===== src/logic/cliu_consts.svh =====
`ifndef CLIU_CONSTS_SVH
`define CLIU_CONSTS_SVH
// Register byte offsets
`define CLIU_OFF_CTRL   8'h00
`define CLIU_OFF_STAT   8'h04
`define CLIU_OFF_AF     8'h08
`define CLIU_OFF_PAIR1  8'h0c
`define CLIU_OFF_PAIR2  8'h10
`define CLIU_OFF_PAIR3  8'h14
`define CLIU_OFF_STKP   8'h18
`define CLIU_OFF_IDXX   8'h1c
`define CLIU_OFF_IDXY   8'h20
`define CLIU_OFF_PC     8'h24
`define CLIU_OFF_IR     8'h28
`define CLIU_LAST_IDX   6'd10
// Field positions
`define CLIU_CTRL_RUN   0
`define CLIU_ST_BUSY    0
`define CLIU_ST_ILL     1
`define CLIU_IR_SHADOW  16
`define CLIU_F_S        7
`define CLIU_F_Z        6
`define CLIU_F_H        4
`define CLIU_F_PV       2
`define CLIU_F_N        1
`define CLIU_F_C        0
// Reset values
`define CLIU_PC_RST     16'h0000
`define CLIU_WORD_RST   16'h0000
// Clock states per machine cycle
`define CLIU_T_M1       3'd4
`define CLIU_T_MEM      3'd3
`define CLIU_T_IDX      3'd5
`define CLIU_T_XTRA     3'd1
// Whole-instruction clock states
`define CLIU_TOT_SPEC   5'd9
`define CLIU_TOT_ST     5'd7
`define CLIU_TOT_IMM    5'd10
`define CLIU_TOT_IMMX   5'd14
`define CLIU_TOT_LDHL   5'd16
`define CLIU_TOT_IND    5'd20
`define CLIU_TOT_STX    5'd19
// Opcodes
`define CLIU_OP_ED      8'hed
`define CLIU_OP_PFXX    8'hdd
`define CLIU_OP_PFXY    8'hfd
`define CLIU_OP_A_VEC   8'h57
`define CLIU_OP_A_REF   8'h5f
`define CLIU_OP_VEC_A   8'h47
`endif


===== src/logic/cliu_pkg.sv =====
package cliu_pkg;
	typedef enum logic [2:0] {
		S_IDLE  = 3'b001,
		S_FETCH = 3'b010,
		S_EXEC  = 3'b100
	} cliu_state_t;
	typedef enum logic [2:0] {
		C_SPEC, C_IMM16, C_IND16, C_STREG, C_STN, C_STXN, C_STXR
	} cliu_cls_t;
	typedef enum logic [1:0] {K_OPR, K_MRD, K_WR, K_INT} cliu_kind_t;
	typedef enum logic [1:0] {P_NONE, P_ED, P_IDXX, P_IDXY} cliu_pfx_t;
endpackage


===== src/logic/cliu_top.sv =====
// The register offsets and the AXI4-Lite register port were left to the implementer.
`timescale 1ns/1ps
`include "cliu_consts.svh"
module cliu_top #(
	parameter int AW = 8
) (
	// Clock and reset
	input  wire logic          clk,
	input  wire logic          resetn,
	// AXI4-Lite slave
	input  wire logic [AW-1:0] s_axi_awaddr,
	input  wire logic          s_axi_awvalid,
	output logic               s_axi_awready,
	input  wire logic [31:0]   s_axi_wdata,
	input  wire logic [3:0]    s_axi_wstrb,
	input  wire logic          s_axi_wvalid,
	output logic               s_axi_wready,
	output logic [1:0]         s_axi_bresp,
	output logic               s_axi_bvalid,
	input  wire logic          s_axi_bready,
	input  wire logic [AW-1:0] s_axi_araddr,
	input  wire logic          s_axi_arvalid,
	output logic               s_axi_arready,
	output logic [31:0]        s_axi_rdata,
	output logic [1:0]         s_axi_rresp,
	output logic               s_axi_rvalid,
	input  wire logic          s_axi_rready,
	// External memory
	output logic [15:0]        mem_addr,
	output logic               mem_rd,
	output logic               mem_wr,
	output logic [7:0]         mem_wdata,
	input  wire logic [7:0]    mem_rdata
);
	import cliu_pkg::*;

	// Core state
	cliu_state_t st_reg, st_next;
	cliu_pfx_t   pfx_reg, pfx_next;
	cliu_cls_t   cls_reg, cls_next;
	logic [7:0]  op_reg, op_next;
	logic [2:0]  tgt_reg, tgt_next, src_reg, src_next, tc_reg, tc_next;
	logic [1:0]  step_reg, step_next;
	logic [15:0] adr_reg, adr_next;
	logic [7:0]  dat_reg, dat_next;
	logic [7:0]  gp_reg [0:7];
	logic [7:0]  gp_next [0:7];
	logic [15:0] wd_reg [0:3];
	logic [15:0] wd_next [0:3];
	logic [7:0]  i_reg, i_next, r_reg, r_next;
	logic        iff_reg, iff_next, run_reg, run_next, ill_reg, ill_next;
	logic [4:0]  itc_reg, itc_next, last_reg, last_next;
	logic [15:0] maddr_reg, maddr_next;
	logic        mrd_reg, mrd_next, mwr_reg, mwr_next;
	logic [7:0]  mwd_reg, mwd_next;
	// Core temporaries
	logic [4:0]  si, sn;
	cliu_kind_t  kind, kn;
	logic        tend, ok, done, flag_upd, w16_en;
	logic [15:0] w16_val;
	logic [7:0]  v;
	logic [31:0] wmerged;
	// Bus state
	logic          awr_reg, awr_next, awf_reg, awf_next, wr_reg, wr_next, wf_reg, wf_next;
	logic [AW-1:0] awa_reg, awa_next;
	logic [31:0]   wdat_reg, wdat_next, rdat_reg, rdat_next;
	logic [3:0]    wstb_reg, wstb_next;
	logic          bv_reg, bv_next, arr_reg, arr_next, rv_reg, rv_next;
	logic [1:0]    bresp_reg, bresp_next, rresp_reg, rresp_next;
	logic          wfire;

	// Kind and length of each machine cycle after the opcode fetch
	function automatic logic [4:0] step_info(cliu_cls_t c, logic [1:0] s);
		case (c)
			C_SPEC:  return {K_INT, `CLIU_T_XTRA};
			C_IMM16: return {K_OPR, `CLIU_T_MEM};
			C_IND16: return (s < 2'd2) ? {K_OPR, `CLIU_T_MEM} : {K_MRD, `CLIU_T_MEM};
			C_STREG: return {K_WR, `CLIU_T_MEM};
			C_STN:   return (s == 2'd0) ? {K_OPR, `CLIU_T_MEM} : {K_WR, `CLIU_T_MEM};
			C_STXN:  return (s == 2'd0) ? {K_OPR, `CLIU_T_MEM} :
				(s == 2'd1) ? {K_OPR, `CLIU_T_IDX} : {K_WR, `CLIU_T_MEM};
			C_STXR:  return (s == 2'd0) ? {K_OPR, `CLIU_T_MEM} :
				(s == 2'd1) ? {K_INT, `CLIU_T_IDX} : {K_WR, `CLIU_T_MEM};
			default: return {K_INT, `CLIU_T_XTRA};
		endcase
	endfunction

	function automatic logic [1:0] last_step(cliu_cls_t c);
		case (c)
			C_IMM16, C_STN:  return 2'd1;
			C_IND16:         return 2'd3;
			C_STXN, C_STXR:  return 2'd2;
			default:         return 2'd0;
		endcase
	endfunction

	function automatic logic [15:0] pair16(logic [1:0] p);
		return {gp_reg[{p, 1'b0}], gp_reg[{p, 1'b1}]};
	endfunction

	function automatic logic map_hit(logic [AW-1:0] a);
		return a[7:2] <= `CLIU_LAST_IDX;
	endfunction

	function automatic logic [31:0] merge(logic [31:0] o, logic [31:0] n, logic [3:0] s);
		for (int k = 0; k < 4; k++) begin
			if (s[k]) begin
				o[k*8 +: 8] = n[k*8 +: 8];
			end
		end
		return o;
	endfunction

	// Register view seen by software
	function automatic logic [31:0] rd_word(logic [AW-1:0] a);
		case ({a[7:2], 2'b00})
			`CLIU_OFF_CTRL: return {31'h0, run_reg};
			`CLIU_OFF_STAT: return {3'h0, last_reg, op_reg, 14'h0, ill_reg, st_reg != S_IDLE};
			`CLIU_OFF_AF:   return {16'h0, gp_reg[7], gp_reg[6]};
			`CLIU_OFF_PAIR1: return {16'h0, pair16(2'd0)};
			`CLIU_OFF_PAIR2: return {16'h0, pair16(2'd1)};
			`CLIU_OFF_PAIR3: return {16'h0, pair16(2'd2)};
			`CLIU_OFF_STKP: return {16'h0, wd_reg[0]};
			`CLIU_OFF_IDXX: return {16'h0, wd_reg[1]};
			`CLIU_OFF_IDXY: return {16'h0, wd_reg[2]};
			`CLIU_OFF_PC:   return {16'h0, wd_reg[3]};
			`CLIU_OFF_IR:   return {15'h0, iff_reg, i_reg, r_reg};
			default:        return 32'h0;
		endcase
	endfunction

	assign wfire = awf_reg & wf_reg & ~bv_reg;

	// Fetch, decode and execute; software writes land here too
	always_comb begin
		st_next = st_reg;
		pfx_next = pfx_reg;
		cls_next = cls_reg;
		op_next = op_reg;
		tgt_next = tgt_reg;
		src_next = src_reg;
		step_next = step_reg;
		tc_next = tc_reg + 3'd1;
		adr_next = adr_reg;
		dat_next = dat_reg;
		gp_next = gp_reg;
		wd_next = wd_reg;
		i_next = i_reg;
		r_next = r_reg;
		iff_next = iff_reg;
		run_next = run_reg;
		ill_next = ill_reg;
		itc_next = itc_reg + 5'd1;
		last_next = last_reg;
		done = 1'b0;
		ok = 1'b1;
		flag_upd = 1'b0;
		w16_en = 1'b0;
		w16_val = 16'h0;
		v = 8'h0;
		si = step_info(cls_reg, step_reg);
		kind = cliu_kind_t'(si[4:3]);
		tend = (st_reg == S_FETCH) ? (tc_reg == `CLIU_T_M1 - 3'd1) : (tc_reg == si[2:0] - 3'd1);
		wmerged = merge(rd_word(awa_reg), wdat_reg, wstb_reg);
		// Clear before the core so a same-cycle error still sets
		if (wfire) begin
			case ({awa_reg[7:2], 2'b00})
				`CLIU_OFF_CTRL: run_next = wmerged[`CLIU_CTRL_RUN];
				`CLIU_OFF_STAT: if (wmerged[`CLIU_ST_ILL]) ill_next = 1'b0;
				default: ;
			endcase
			// Software writes to architectural registers only land while the core is idle
			if (st_reg == S_IDLE) begin
				case ({awa_reg[7:2], 2'b00})
					`CLIU_OFF_AF: {gp_next[7], gp_next[6]} = wmerged[15:0];
					`CLIU_OFF_PAIR1: {gp_next[0], gp_next[1]} = wmerged[15:0];
					`CLIU_OFF_PAIR2: {gp_next[2], gp_next[3]} = wmerged[15:0];
					`CLIU_OFF_PAIR3: {gp_next[4], gp_next[5]} = wmerged[15:0];
					`CLIU_OFF_STKP: wd_next[0] = wmerged[15:0];
					`CLIU_OFF_IDXX: wd_next[1] = wmerged[15:0];
					`CLIU_OFF_IDXY: wd_next[2] = wmerged[15:0];
					`CLIU_OFF_PC: wd_next[3] = wmerged[15:0];
					`CLIU_OFF_IR: {iff_next, i_next, r_next} = wmerged[16:0];
					default: ;
				endcase
			end
		end
		case (st_reg)
			S_IDLE: begin
				tc_next = 3'd0;
				itc_next = 5'd0;
				if (run_reg) st_next = S_FETCH;
			end
			S_FETCH: if (tend) begin
				tc_next = 3'd0;
				step_next = 2'd0;
				op_next = mem_rdata;
				wd_next[3] = wd_reg[3] + 16'd1;
				r_next[6:0] = r_reg[6:0] + 7'd1; // Bit 7 of the refresh counter is kept
				st_next = S_EXEC;
				src_next = 3'd7;
				// A DD or FD prefix byte picks the index register; the rest is shared
				if (pfx_reg == P_NONE && mem_rdata == `CLIU_OP_ED) begin
					pfx_next = P_ED;
					st_next = S_FETCH;
				end else if (pfx_reg == P_NONE && mem_rdata == `CLIU_OP_PFXX) begin
					pfx_next = P_IDXX;
					st_next = S_FETCH;
				end else if (pfx_reg == P_NONE && mem_rdata == `CLIU_OP_PFXY) begin
					pfx_next = P_IDXY;
					st_next = S_FETCH;
				end else begin
					case (pfx_reg)
						P_NONE: casez (mem_rdata)
							8'h02, 8'h12: begin
								cls_next = C_STREG;
								adr_next = pair16({1'b0, mem_rdata[4]});
								dat_next = gp_reg[7];
							end
							8'b00??0001: begin
								cls_next = C_IMM16;
								tgt_next = {1'b0, mem_rdata[5:4]};
							end
							8'h2a: begin
								cls_next = C_IND16;
								tgt_next = 3'd2;
							end
							8'h36: begin
								cls_next = C_STN;
								adr_next = pair16(2'd2);
							end
							8'b01110???: begin
								cls_next = C_STREG;
								ok = mem_rdata[2:0] != 3'b110;
								adr_next = pair16(2'd2);
								src_next = mem_rdata[2:0];
								dat_next = gp_reg[mem_rdata[2:0]];
							end
							default: ok = 1'b0;
						endcase
						P_ED: casez (mem_rdata)
							`CLIU_OP_A_VEC, `CLIU_OP_A_REF, `CLIU_OP_VEC_A: cls_next = C_SPEC;
							8'b01??1011: begin
								cls_next = C_IND16;
								tgt_next = {1'b0, mem_rdata[5:4]};
							end
							default: ok = 1'b0;
						endcase
						default: begin
							tgt_next = {2'b10, pfx_reg[0]};
							casez (mem_rdata)
								8'h21: cls_next = C_IMM16;
								8'h2a: cls_next = C_IND16;
								8'h36: cls_next = C_STXN;
								8'b01110???: begin
									cls_next = C_STXR;
									ok = mem_rdata[2:0] != 3'b110;
									src_next = mem_rdata[2:0];
								end
								default: ok = 1'b0;
							endcase
						end
					endcase
					// Anything outside this unit's group stops the core
					if (!ok) begin
						ill_next = 1'b1;
						run_next = 1'b0;
						st_next = S_IDLE;
						pfx_next = P_NONE;
					end
				end
			end
			S_EXEC: if (tend) begin
				tc_next = 3'd0;
				case (kind)
					K_OPR: begin
						wd_next[3] = wd_reg[3] + 16'd1;
						case (cls_reg)
							C_IMM16, C_IND16: begin
								// Operand address or value arrives low byte first
								if (step_reg == 2'd0) adr_next[7:0] = mem_rdata;
								else adr_next[15:8] = mem_rdata;
								w16_en = cls_reg == C_IMM16 && step_reg == 2'd1;
								w16_val = {mem_rdata, adr_reg[7:0]};
							end
							C_STN: dat_next = mem_rdata;
							default: begin
								if (step_reg == 2'd0) begin
									// Signed displacement added to the selected index
									adr_next = wd_reg[tgt_reg[1:0] - 2'd3]
										+ {{8{mem_rdata[7]}}, mem_rdata};
									dat_next = gp_reg[src_reg];
								end else begin
									dat_next = mem_rdata;
								end
							end
						endcase
					end
					K_MRD: begin
						if (step_reg == 2'd2) begin
							dat_next = mem_rdata;
							adr_next = adr_reg + 16'd1;
						end else begin
							w16_en = 1'b1;
							w16_val = {mem_rdata, dat_reg};
						end
					end
					K_INT: if (cls_reg == C_SPEC) begin
						if (op_reg == `CLIU_OP_VEC_A) begin
							i_next = gp_reg[7];
						end else begin
							v = (op_reg == `CLIU_OP_A_VEC) ? i_reg : r_reg;
							flag_upd = 1'b1;
							gp_next[7] = v;
							gp_next[6][`CLIU_F_S] = v[7];
							gp_next[6][`CLIU_F_Z] = v == 8'h00;
							gp_next[6][`CLIU_F_H] = 1'b0;
							gp_next[6][`CLIU_F_PV] = iff_reg;
							gp_next[6][`CLIU_F_N] = 1'b0;
						end
					end
					default: ;
				endcase
				// 16-bit targets: pairs in the byte file, others in the word file
				if (w16_en) begin
					if (tgt_reg < 3'd3) {gp_next[{tgt_reg[1:0], 1'b0}], gp_next[{tgt_reg[1:0], 1'b1}]} = w16_val;
					else wd_next[tgt_reg[1:0] - 2'd3] = w16_val;
				end
				if (step_reg == last_step(cls_reg)) begin
					done = 1'b1;
					last_next = itc_reg + 5'd1;
					itc_next = 5'd0;
					pfx_next = P_NONE;
					st_next = run_reg ? S_FETCH : S_IDLE;
				end else begin
					step_next = step_reg + 2'd1;
				end
			end
			default: st_next = S_IDLE;
		endcase
		// Bus outputs for the machine cycle about to run
		sn = step_info(cls_next, step_next);
		kn = cliu_kind_t'(sn[4:3]);
		maddr_next = maddr_reg;
		mrd_next = 1'b0;
		mwr_next = 1'b0;
		mwd_next = mwd_reg;
		if (st_next == S_FETCH) begin
			maddr_next = wd_next[3];
			mrd_next = 1'b1;
		end else if (st_next == S_EXEC) begin
			maddr_next = (kn == K_OPR) ? wd_next[3] : adr_next;
			mrd_next = kn == K_OPR || kn == K_MRD;
			mwr_next = kn == K_WR;
			mwd_next = dat_next;
		end
	end

	always_ff @(posedge clk) begin
		if (!resetn) begin
			st_reg <= S_IDLE;
			pfx_reg <= P_NONE;
			cls_reg <= C_SPEC;
			op_reg <= 8'h00;
			tgt_reg <= 3'd0;
			src_reg <= 3'd0;
			step_reg <= 2'd0;
			tc_reg <= 3'd0;
			adr_reg <= 16'h0000;
			dat_reg <= 8'h00;
			for (int k = 0; k < 8; k++) gp_reg[k] <= 8'h00;
			for (int k = 0; k < 3; k++) wd_reg[k] <= `CLIU_WORD_RST;
			wd_reg[3] <= `CLIU_PC_RST;
			i_reg <= 8'h00;
			r_reg <= 8'h00;
			iff_reg <= 1'b0;
			run_reg <= 1'b0;
			ill_reg <= 1'b0;
			itc_reg <= 5'd0;
			last_reg <= 5'd0;
			maddr_reg <= 16'h0000;
			mrd_reg <= 1'b0;
			mwr_reg <= 1'b0;
			mwd_reg <= 8'h00;
		end else begin
			st_reg <= st_next;
			pfx_reg <= pfx_next;
			cls_reg <= cls_next;
			op_reg <= op_next;
			tgt_reg <= tgt_next;
			src_reg <= src_next;
			step_reg <= step_next;
			tc_reg <= tc_next;
			adr_reg <= adr_next;
			dat_reg <= dat_next;
			gp_reg <= gp_next;
			wd_reg <= wd_next;
			i_reg <= i_next;
			r_reg <= r_next;
			iff_reg <= iff_next;
			run_reg <= run_next;
			ill_reg <= ill_next;
			itc_reg <= itc_next;
			last_reg <= last_next;
			maddr_reg <= maddr_next;
			mrd_reg <= mrd_next;
			mwr_reg <= mwr_next;
			mwd_reg <= mwd_next;
		end
	end

	// AXI4-Lite slave: address and data taken in either order
	always_comb begin
		awf_next = awf_reg;
		awa_next = awa_reg;
		wf_next = wf_reg;
		wdat_next = wdat_reg;
		wstb_next = wstb_reg;
		bv_next = bv_reg;
		bresp_next = bresp_reg;
		rv_next = rv_reg;
		rdat_next = rdat_reg;
		rresp_next = rresp_reg;
		if (s_axi_awvalid && awr_reg) begin
			awf_next = 1'b1;
			awa_next = s_axi_awaddr;
		end
		if (s_axi_wvalid && wr_reg) begin
			wf_next = 1'b1;
			wdat_next = s_axi_wdata;
			wstb_next = s_axi_wstrb;
		end
		if (wfire) begin
			awf_next = 1'b0;
			wf_next = 1'b0;
			bv_next = 1'b1;
			bresp_next = map_hit(awa_reg) ? 2'b00 : 2'b10;
		end
		if (bv_reg && s_axi_bready) bv_next = 1'b0;
		if (rv_reg && s_axi_rready) rv_next = 1'b0;
		if (s_axi_arvalid && arr_reg) begin
			rv_next = 1'b1;
			rdat_next = rd_word(s_axi_araddr);
			rresp_next = map_hit(s_axi_araddr) ? 2'b00 : 2'b10;
		end
		awr_next = ~awf_next;
		wr_next = ~wf_next;
		arr_next = ~rv_next;
	end

	always_ff @(posedge clk) begin
		if (!resetn) begin
			awr_reg <= 1'b1;
			awf_reg <= 1'b0;
			awa_reg <= '0;
			wr_reg <= 1'b1;
			wf_reg <= 1'b0;
			wdat_reg <= 32'h0;
			wstb_reg <= 4'h0;
			bv_reg <= 1'b0;
			bresp_reg <= 2'b00;
			arr_reg <= 1'b1;
			rv_reg <= 1'b0;
			rdat_reg <= 32'h0;
			rresp_reg <= 2'b00;
		end else begin
			awr_reg <= awr_next;
			awf_reg <= awf_next;
			awa_reg <= awa_next;
			wr_reg <= wr_next;
			wf_reg <= wf_next;
			wdat_reg <= wdat_next;
			wstb_reg <= wstb_next;
			bv_reg <= bv_next;
			bresp_reg <= bresp_next;
			arr_reg <= arr_next;
			rv_reg <= rv_next;
			rdat_reg <= rdat_next;
			rresp_reg <= rresp_next;
		end
	end

	// Outputs straight from flip-flops
	assign s_axi_awready = awr_reg;
	assign s_axi_wready = wr_reg;
	assign s_axi_bvalid = bv_reg;
	assign s_axi_bresp = bresp_reg;
	assign s_axi_arready = arr_reg;
	assign s_axi_rvalid = rv_reg;
	assign s_axi_rdata = rdat_reg;
	assign s_axi_rresp = rresp_reg;
	assign mem_addr = maddr_reg;
	assign mem_rd = mrd_reg;
	assign mem_wr = mwr_reg;
	assign mem_wdata = mwd_reg;
endmodule


===== config.mk =====
export PLATFORM = sky130hd
export DESIGN_NAME = cliu_top
export DESIGN_NICKNAME = d
export VERILOG_FILES = /design/src/logic/cliu_pkg.sv /design/src/logic/cliu_top.sv
export VERILOG_INCLUDE_DIRS = /design/src /design/src/logic
export SDC_FILE = /design/constraint.sdc
export NUM_CORES = 1
export LEC_CHECK = 0
export ABC_AREA = 1
export BUFFER_PORTS_ARGS = -buffer_cell sky130_fd_sc_hd__buf_2
export CAP_MARGIN = 15
export CORE_ASPECT_RATIO = 1.5
export CORE_MARGIN = 1
export CORE_UTILIZATION = 65
export DETAILED_ROUTE_END_ITERATION = 10
export PLACE_DENSITY = 0.85
export SKIP_LAST_GASP = 1
export SYNTH_ARGS = -nofsm -noshare
export SYNTH_HDL_FRONTEND = slang
export SYNTH_SLANG_ARGS = --single-unit

===== constraint.sdc =====
create_clock -name clk -period 7.8 [get_ports clk]
set_clock_uncertainty 0.15 [all_clocks]
set_input_delay 2.34 -clock clk [delete_from_list [all_inputs] [get_ports clk]]
set_output_delay 2.34 -clock clk [all_outputs]
set_load 0.05 [all_outputs]

==> flow_metrics.py, run 1 <==
metrics = {
    "floorplanning": {
        "start_util_pct": 66.6,
        "ioPinCount": 134,
        "fp-row-count": 79,
        "fp.dieW_um": 148,
        "die_h_um": 221,
    },
    "placed_design": {
        "io_buffers": 108,
        "post-dp-hpwl_um": 74500,
        "place.gp.congestion": 1.30,
    },
    "global_route": {
        "grt_pass1_wl_um": 173000,
        "grt_usage_pct": 69.0,
        "grt_max_degree": 116,
        "globalRouteOverflowTotal": 179,
        "grt_pass1_vias": 26500,
    },
    "clock_tree": {
        "cts_hold_buffers": 0,
        "cts_resized": 0,
        "clock_path_buffers": 3,
        "post_cts.repair.setup_buffers": 0,
        "cts_buffers": 29,
        "cts_root_buffer": "clkbuf_16",
        "clock_sinks": 298,
        "cts_max_level": 1,
    },
    "status": {
        "error": "[ERROR GRT-0116] Global routing finished with congestion. Check the congestion regions in the DRC Viewer.",
        "haltStage": "global routing (5_1_grt)",
        "status": "stopped before the end",
    },
    "yosys": {
        "ys.flop_type": "dfxtp_1",
        "synthArstFlopShare_pct": 0,
        "synth_area_sq_um": 20800,
        "synth.distinct_cells": 67,
        "synth_edf_count": 0,
        "syn_area_per_cell_sq_um": 6.27,
        "synth_seq_cells": 298,
        "seq_area_frac_synth_pct": 28.7,
        "synthCells": 3318,
        "yosysWarnings": 0,
    },
}
## synth_stat cells (9+ instances only)
master       n  area [sq um]
a221oi_1    10          87.6
ha_1        29           363
o221ai_1    27           236
nand4_1     20           125
a31oi_1     41           257
o21ai_0    420          2100
a211oi_1    44           330
buf_2       25           125
clkinv_1    12          45.0
nand2_2     14          87.6
o2111ai_1    9          78.8
nand3_1    187           936
buf_4       11          82.6
clkbuf_1   141           529
or2_2       13          81.3
nor2_1     345          1290
o41ai_1     15           131
buf_1        9          33.8
nor2_2       9          56.3
xor2_1      27           236
a32oi_1     11          96.3
a21oi_1    339          1700
o22ai_1    109           682
o211ai_1    61           458
inv_1      338          1270
nor3_1      28           140
nand2_1    593          2230
dfxtp_1    298          5970
inv_2       29           109
## cell families after synthesis
kind of cell	count (synthesis)	synth area share (%)
and+or+nand+nor	1263	26.3
AOI/OAI and AO/OA	1125	31.0
buffers and inverters	570	10.8
DFF	298	28.7
adders and majority gates	30	1.84
xor gates and xnor gates	30	1.26
other	1	0.0180
muxes	1	0.0541
## stage by stage
step / area (sq um) / worst slack (ns) / hold WS (ns) / std cells
after CTS: 22400 / 1.54 / 0.304 / 3739
after detailed placement: 21400 / 0.955 / 0.289 / 3686
after global placement: 21400 / 1.09 / 0.288 / 3685
after floorplan: 20800 / 3.28 / 0.278 / 3322
## metal layers
layer	global-route usage [%]	GRT overflow
met1	72.9	0
met2	88.6	112
met3	45.1	3
met4	68.3	64
met5	7.42	0
==> inputs of run 2 (changes only) <==
--- a/config.mk
+++ b/config.mk
@@ -9,11 +9,10 @@
 export ABC_AREA = 1
 export BUFFER_PORTS_ARGS = -buffer_cell sky130_fd_sc_hd__buf_2
 export CAP_MARGIN = 15
-export CORE_ASPECT_RATIO = 1.5
 export CORE_MARGIN = 1
-export CORE_UTILIZATION = 65
+export CORE_UTILIZATION = 40
 export DETAILED_ROUTE_END_ITERATION = 10
-export PLACE_DENSITY = 0.85
+export PLACE_DENSITY_LB_ADDON = 0.15
 export SKIP_LAST_GASP = 1
 export SYNTH_ARGS = -nofsm -noshare
 export SYNTH_HDL_FRONTEND = slang
==> run 2 against run 1 <==
The flow now finishes without violations. Synthesized cell count unchanged. Synthesized area unchanged.
==> flow_metrics.py, run 2 <==
metrics = {
    "worst_setup_path": {
        "crit_fanout": 36,
        "critPathLaunchType": "input port",
        "worstPathArrival_ns": 6.62,
        "end_kind": "flop",
        "crit_chain": "buf_2 > inv_2 > nand2_4 > inv_2 > nand2_1 > nor2_4 > o31ai_1 > nand4_1 > and2_1 > nor2_1 > a211oi_2 > nand2_1 > nand2_4 > nand2_1 > nand3_1 > nand2_1",
        "slowest_stage": "a211oi_2",
        "cp_slowest_stage_delay_ns": 0.77,
        "cp.required_ns": 8.12,
        "worstSetupPathType": "in2reg",
        "critPathTopFamily": "simple AND/OR/NAND/NOR gates",
        "crit_buf_inv": 3,
        "crit_top_cell": "nand2_1",
    },
    "global_route": {
        "grt_pass1_wl_um": 164000,
        "grt_max_degree": 111,
        "globalRouteOverflowTotal": 0,
        "antenna_found_initial": 3,
        "grt_pass1_vias": 22900,
        "grt_usage_pct": 42.6,
    },
    "timing": {
        "worst_slew_pin_slew_ns": 1.29,
        "finalMaxSlewViolations": 0,
        "fin_crit_sh_pct": 80.8,
        "hold_viol": 0,
        "tns_ns": 0,
        "relSlewSlack_pct": 13.7,
        "final_period_minus_worst_setup_slack_ns": 6.30,
        "rsz0062_at_grt": "false",
        "fmax_mhz": 159,
        "setup_viol": 0,
        "timing.hold.ws_ns": 0.304,
        "fin_ws_ns": 1.50,
    },
    "floorplanning": {
        "die_h_um": 230,
        "ioPinCount": 134,
        "fp.dieW_um": 230,
        "die-area_sq_um": 53000,
        "core_region_area_sq_um": 51400,
        "start_util_pct": 40.5,
        "fp-row-count": 83,
    },
    "yosys": {
        "synth_edf_count": 0,
        "synth_common_cells": "nand2_1, o21ai_0, nor2_1",
        "synthCells": 3318,
        "synthArstFlopShare_pct": 0,
        "syn_area_per_cell_sq_um": 6.27,
        "synth_top_area_share_pct": 28.7,
        "yosysMostFrequentCell": "nand2_1",
        "synth_seq_cells": 298,
        "synth.distinct_cells": 67,
        "synth_area_sq_um": 20800,
        "yosysTopAreaCell": "dfxtp_1",
        "synthTopCellsByArea": "dfxtp_1, nand2_1, o21ai_0",
        "seq_area_frac_synth_pct": 28.7,
        "ys.flop_type": "dfxtp_1",
        "yosysWarnings": 0,
    },
    "cells_and_area": {
        "final_cell_mix": "nand2_1, o21ai_0, nor2_1",
        "finish.net_count": 3442,
        "n_fill_cell": 5448,
        "stdcell_count": 4054,
        "syn_to_final_growth_pct": 11.7,
        "layout-drive-gt1-share_pct": 10.2,
        "final_common_cell": "nand2_1",
    },
    "status": {
        "status": "finished, final reports clean",
    },
    "drt": {
        "first_pass_iters": 8,
        "drt_iter0_drc": 3558,
        "routed_via_density": 6.26,
        "routedWlPerCell_um": 28.6,
        "route.detailed.drc": 0,
        "wl_um": 116000,
        "ant_nets": 0,
        "via_count": 25400,
    },
    "power": {
        "ir_worst_vdd_mv": 0.164,
        "leakage_nw": 8.97,
        "power_density_nw_per_um2": 181,
    },
    "clock_tree": {
        "clock_path_buffers": 3,
        "cts_root_buffer": "clkbuf_16",
        "clock_sinks": 298,
        "cts_tree": "built",
        "post_cts.repair.setup_buffers": 0,
        "cts_hold_buffers": 0,
        "clock_latency_ns": 0.60,
        "cts_max_level": 2,
        "cts_buffers": 38,
        "clk_pin_slew_ns": 0.06,
        "cts_resized": 0,
    },
    "placed_design": {
        "post-dp-hpwl_um": 86200,
        "dp_cells": 3982,
        "pre_cts_slack_ns": 1.07,
        "place.gp.congestion": 1.04,
        "io_buffers": 108,
    },
    "worst_hold_path": {
        "holdCritPathClass": "reg2reg",
    },
    "run": {
        "cap_violations": 0,
    },
}
[run 2: cell counts after synthesis]
No cell type changed its count.
[run 2: power breakdown]
group,internal [mW],switching (mW)
sequential,1.57,0.0319
combinational,0.166,0.542
clock,1.13,0.780
[run 2: layout make-up]
type	instances	area, sq um	area share, %
diodes	2	5.00	0.0215
clock buffers	49	1010	4.35
clock inverters	18	295	1.27
inverters	379	1430	6.13
multi-input cells	2454	12600	54.4
flip-flops and latches	298	5970	25.7
well taps	680	851	3.66
repair buffers	174	1050	4.54
[run 2: stage by stage]
stage	cell area [sq um]	total power, mW	utilization (%)
after floorplan	20800	2.09	-
after global placement	21900	2.30	42.6
after detailed placement	21900	2.32	42.6
after CTS	23200	4.20	45.2
after global routing	23200	4.32	45.2
final	23300	4.21	45.2
[run 2: routing by layer]
layer,track usage (%),part of all wire (%),up-vias
li1,-,-,11400
met1,55.7,40,11900
met2,63.3,42,1760
met3,10.0,12,312
met4,25.8,6.7,8
met5,0,0.047,-
[run 2: cells by family (layout without fill, tap and decap cells)]
kind of cell    Yosys count  in the layout  share of synthesized area [%]
buf+inv                 570            620                           10.8
fa+ha+maj                30             30                           1.84
flops                   298            298                           28.7
compound gates         1125           1125                           31.0
xor+xnor                 30             30                           1.26
other cells               1              7                         0.0180
simple gates           1263           1263                           26.3
mux                       1              1                         0.0541
[run 2: path summary, 6_finish.rpt]
| kind | to | start | slack [ns] | cells after the start |
|---|---|---|---|---|
| hold / removal | mem_addr[6]$_SDFFE_PN0P_ | mem_addr[6]$_SDFFE_PN0P_ | 0.30 | 2 |
| setup / recovery | mem_addr[9]$_SDFFE_PN0P_ | mem_rdata[0] | 1.50 | 16 |
| hold reg to reg | mem_addr[6]$_SDFFE_PN0P_ | mem_addr[6]$_SDFFE_PN0P_ | 0.30 | 2 |
| setup reg to reg | mem_addr[13]$_SDFFE_PN0P_ | tgt_reg[1]$_SDFFE_PN0P_ | 2.07 | 23 |
[run 2: worst reg2reg max path: cells and delay by family, from the launching register on]
kind	cells	cell delay, ns
flops	1	0.44
fa+ha+maj	2	0.62
compound gates	6	2.11
buf+inv	5	1.02
simple gates	10	1.33
(Power assumes the default switching activity.)
==> inputs of run 3 (changes only) <==
==> constraint.sdc (replaced) <==
create_clock -name clk -period 6.1 [get_ports clk]
set_clock_uncertainty 0.15 [all_clocks]
set_input_delay 1.83 -clock clk [delete_from_list [all_inputs] [get_ports clk]]
set_output_delay 1.83 -clock clk [all_outputs]
set_load 0.05 [all_outputs]
==> run 3 against run 2 <==
First-iteration DRC count grew 7.8%. Die area is the same. Wire length grew 0.98%. Global-route usage grew 0.70 points. Highest routed layer unchanged.
==> flow_metrics.py, run 3 (synthesis results as in run 2) <==
metrics = {
    "run": {
        "cap_violations": 0,
    },
    "placed_design": {
        "place_area_sq_um": 22200,
        "io_buffers": 108,
        "place.gp.congestion": 1.11,
        "post-dp-hpwl_um": 88100,
    },
    "cells_and_area": {
        "layout-drive-gt1-share_pct": 11.2,
        "finish.net_count": 3477,
        "final_common_cell": "nand2_1",
        "stdcell_area_sq_um": 23500,
        "n_fill_cell": 5476,
        "num_antenna_cells": 0,
        "syn_to_final_growth_pct": 13.0,
        "final_cell_mix": "nand2_1, o21ai_0, nor2_1",
    },
    "power": {
        "total_power_mw": 5.41,
        "power_density_nw_per_um2": 230,
        "leakage_nw": 9.15,
        "ir_worst_vdd_mv": 0.181,
    },
    "timing": {
        "tns_ns": 0,
        "finalMaxSlewViolations": 0,
        "setup_viol": 0,
        "worst_slew_pin_slew_ns": 1.21,
        "fmax_mhz": 183,
        "fin_crit_sh_pct": 89.7,
        "final_period_minus_worst_setup_slack_ns": 5.47,
        "hold_viol": 0,
        "rsz0062_at_grt": "false",
        "relSlewSlack_pct": 19.1,
    },
    "floorplanning": {
        "fp-row-count": 83,
        "fp.dieW_um": 230,
        "die-area_sq_um": 53000,
        "die_h_um": 230,
        "ioPinCount": 134,
        "start_util_pct": 40.5,
        "core_region_area_sq_um": 51400,
    },
    "worst_setup_path": {
        "path_depth": 23,
        "crit_chain": "inv_1 > ha_1 > inv_1 > buf_4 > o21ai_0 > o22ai_1 > ha_1 > a21oi_1 > o21ai_0 > inv_1 > o21ai_0 > nand3b_1 > nand3_1 > nand3_1 > nand2_1 > nand2_1 > nand2_1 > nand2_1 > nand3_1 > nand3_1 > nand3_1 > nand2_1 > inv_1",
        "ff2ff_path_depth": 23,
        "timing.rr.start": "tgt_reg[1]$_SDFFE_PN0P_",
        "worstPathArrival_ns": 5.82,
        "r2r_slack_ns": 0.63,
        "r2r-end": "mem_addr[14]$_SDFFE_PN0P_",
        "crit_buf_inv": 5,
        "worstSetupStartpoint": "tgt_reg[1]$_SDFFE_PN0P_",
        "worstSetupPathType": "reg2reg",
        "endpoint": "mem_addr[14]$_SDFFE_PN0P_",
        "critPathTopFamily": "compound AO/OA/AOI/OAI gates",
        "end_kind": "flop",
        "crit_fanout": 15,
        "cp.required_ns": 6.45,
        "slowest_stage": "ha_1",
        "cp_slowest_stage_delay_ns": 0.58,
        "critPathLaunchType": "flop",
    },
    "clock_tree": {
        "cts_max_level": 2,
        "clk_pin_slew_ns": 0.06,
        "clock_sinks": 298,
        "clock_latency_ns": 0.60,
        "cts_resized": 0,
        "cts_root_buffer": "clkbuf_16",
        "post_cts.repair.setup_buffers": 0,
        "cts_tree": "built",
        "cts_hold_buffers": 0,
        "cts_buffers": 38,
        "clock_path_buffers": 3,
    },
    "worst_hold_path": {
        "min-delay-start": "mem_addr[9]$_SDFFE_PN0P_",
        "holdCritPathClass": "reg2reg",
    },
    "drt": {
        "routed_via_density": 6.28,
        "wl_um": 117000,
        "first_pass_iters": 7,
        "drt_iter0_drc": 3834,
        "routedWlPerCell_um": 28.7,
        "ant_nets": 0,
        "route.detailed.drc": 0,
        "via_count": 25700,
    },
    "global_route": {
        "grt_usage_pct": 43.3,
        "grt_pass1_wl_um": 167000,
        "grt_max_degree": 104,
        "antenna_found_initial": 6,
        "globalRouteOverflowTotal": 0,
        "grt_pass1_vias": 23400,
    },
    "status": {
        "status": "finished, final reports clean",
    },
}
[run 3: tightest hold or removal path, cell delays in order (launching register included)]
cell,delay (ns)
dfxtp_1,0.31
nand2_1,0.06
nand2_1,0.04
[run 3: worst min-delay path by stage]
stage,end,slack [ns],depth (start not counted)
finish,mem_addr[9]$_SDFFE_PN0P_,0.30,2
global route,mem_addr[4]$_SDFFE_PN0P_,0.32,2
CTS,mem_addr[9]$_SDFFE_PN0P_,0.30,2
detailed placement,mem_addr[9]$_SDFFE_PN0P_,0.29,2
global placement,mem_addr[8]$_SDFFE_PN0P_,0.29,2
floorplan,tc_reg[0]$_SDFF_PN0_,0.28,1
[run 3: where the power goes]
group          internal (mW)  switching (mW)
logic                  0.226           0.702
registers               2.00          0.0409
clock network           1.43            1.01
total                   3.66            1.75
[run 3: final cells by class]
cell class	count	area (sq um)	area share, %
clock buffers	52	1080	4.61
clock inverters	16	226	0.963
inverters	379	1430	6.06
multi-input cells	2454	12600	53.8
flip-flops and latches	298	5970	25.4
well taps	680	851	3.62
repair buffers	209	1320	5.60
[run 3: metal layers]
metal,share of wire [%],GRT usage (%),routed length (um)
met4,8.0,29.2,9340
met2,41,62.9,48100
met5,0.039,0,46
met1,39,55.6,45900
met3,12,11.9,13800
[run 3: metrics by stage]
stage               std cells  utilization, %  worst slack [ns]  hold WS [ns]
global route             4088            45.7             0.491         0.320
global placement         4019            43.2             0.850         0.290
detailed placement       4019            43.2             0.811         0.289
finish                   4088            45.7             0.626         0.299
floorplan                3322               -              2.04         0.278
CTS                      4087            45.7             0.887         0.302
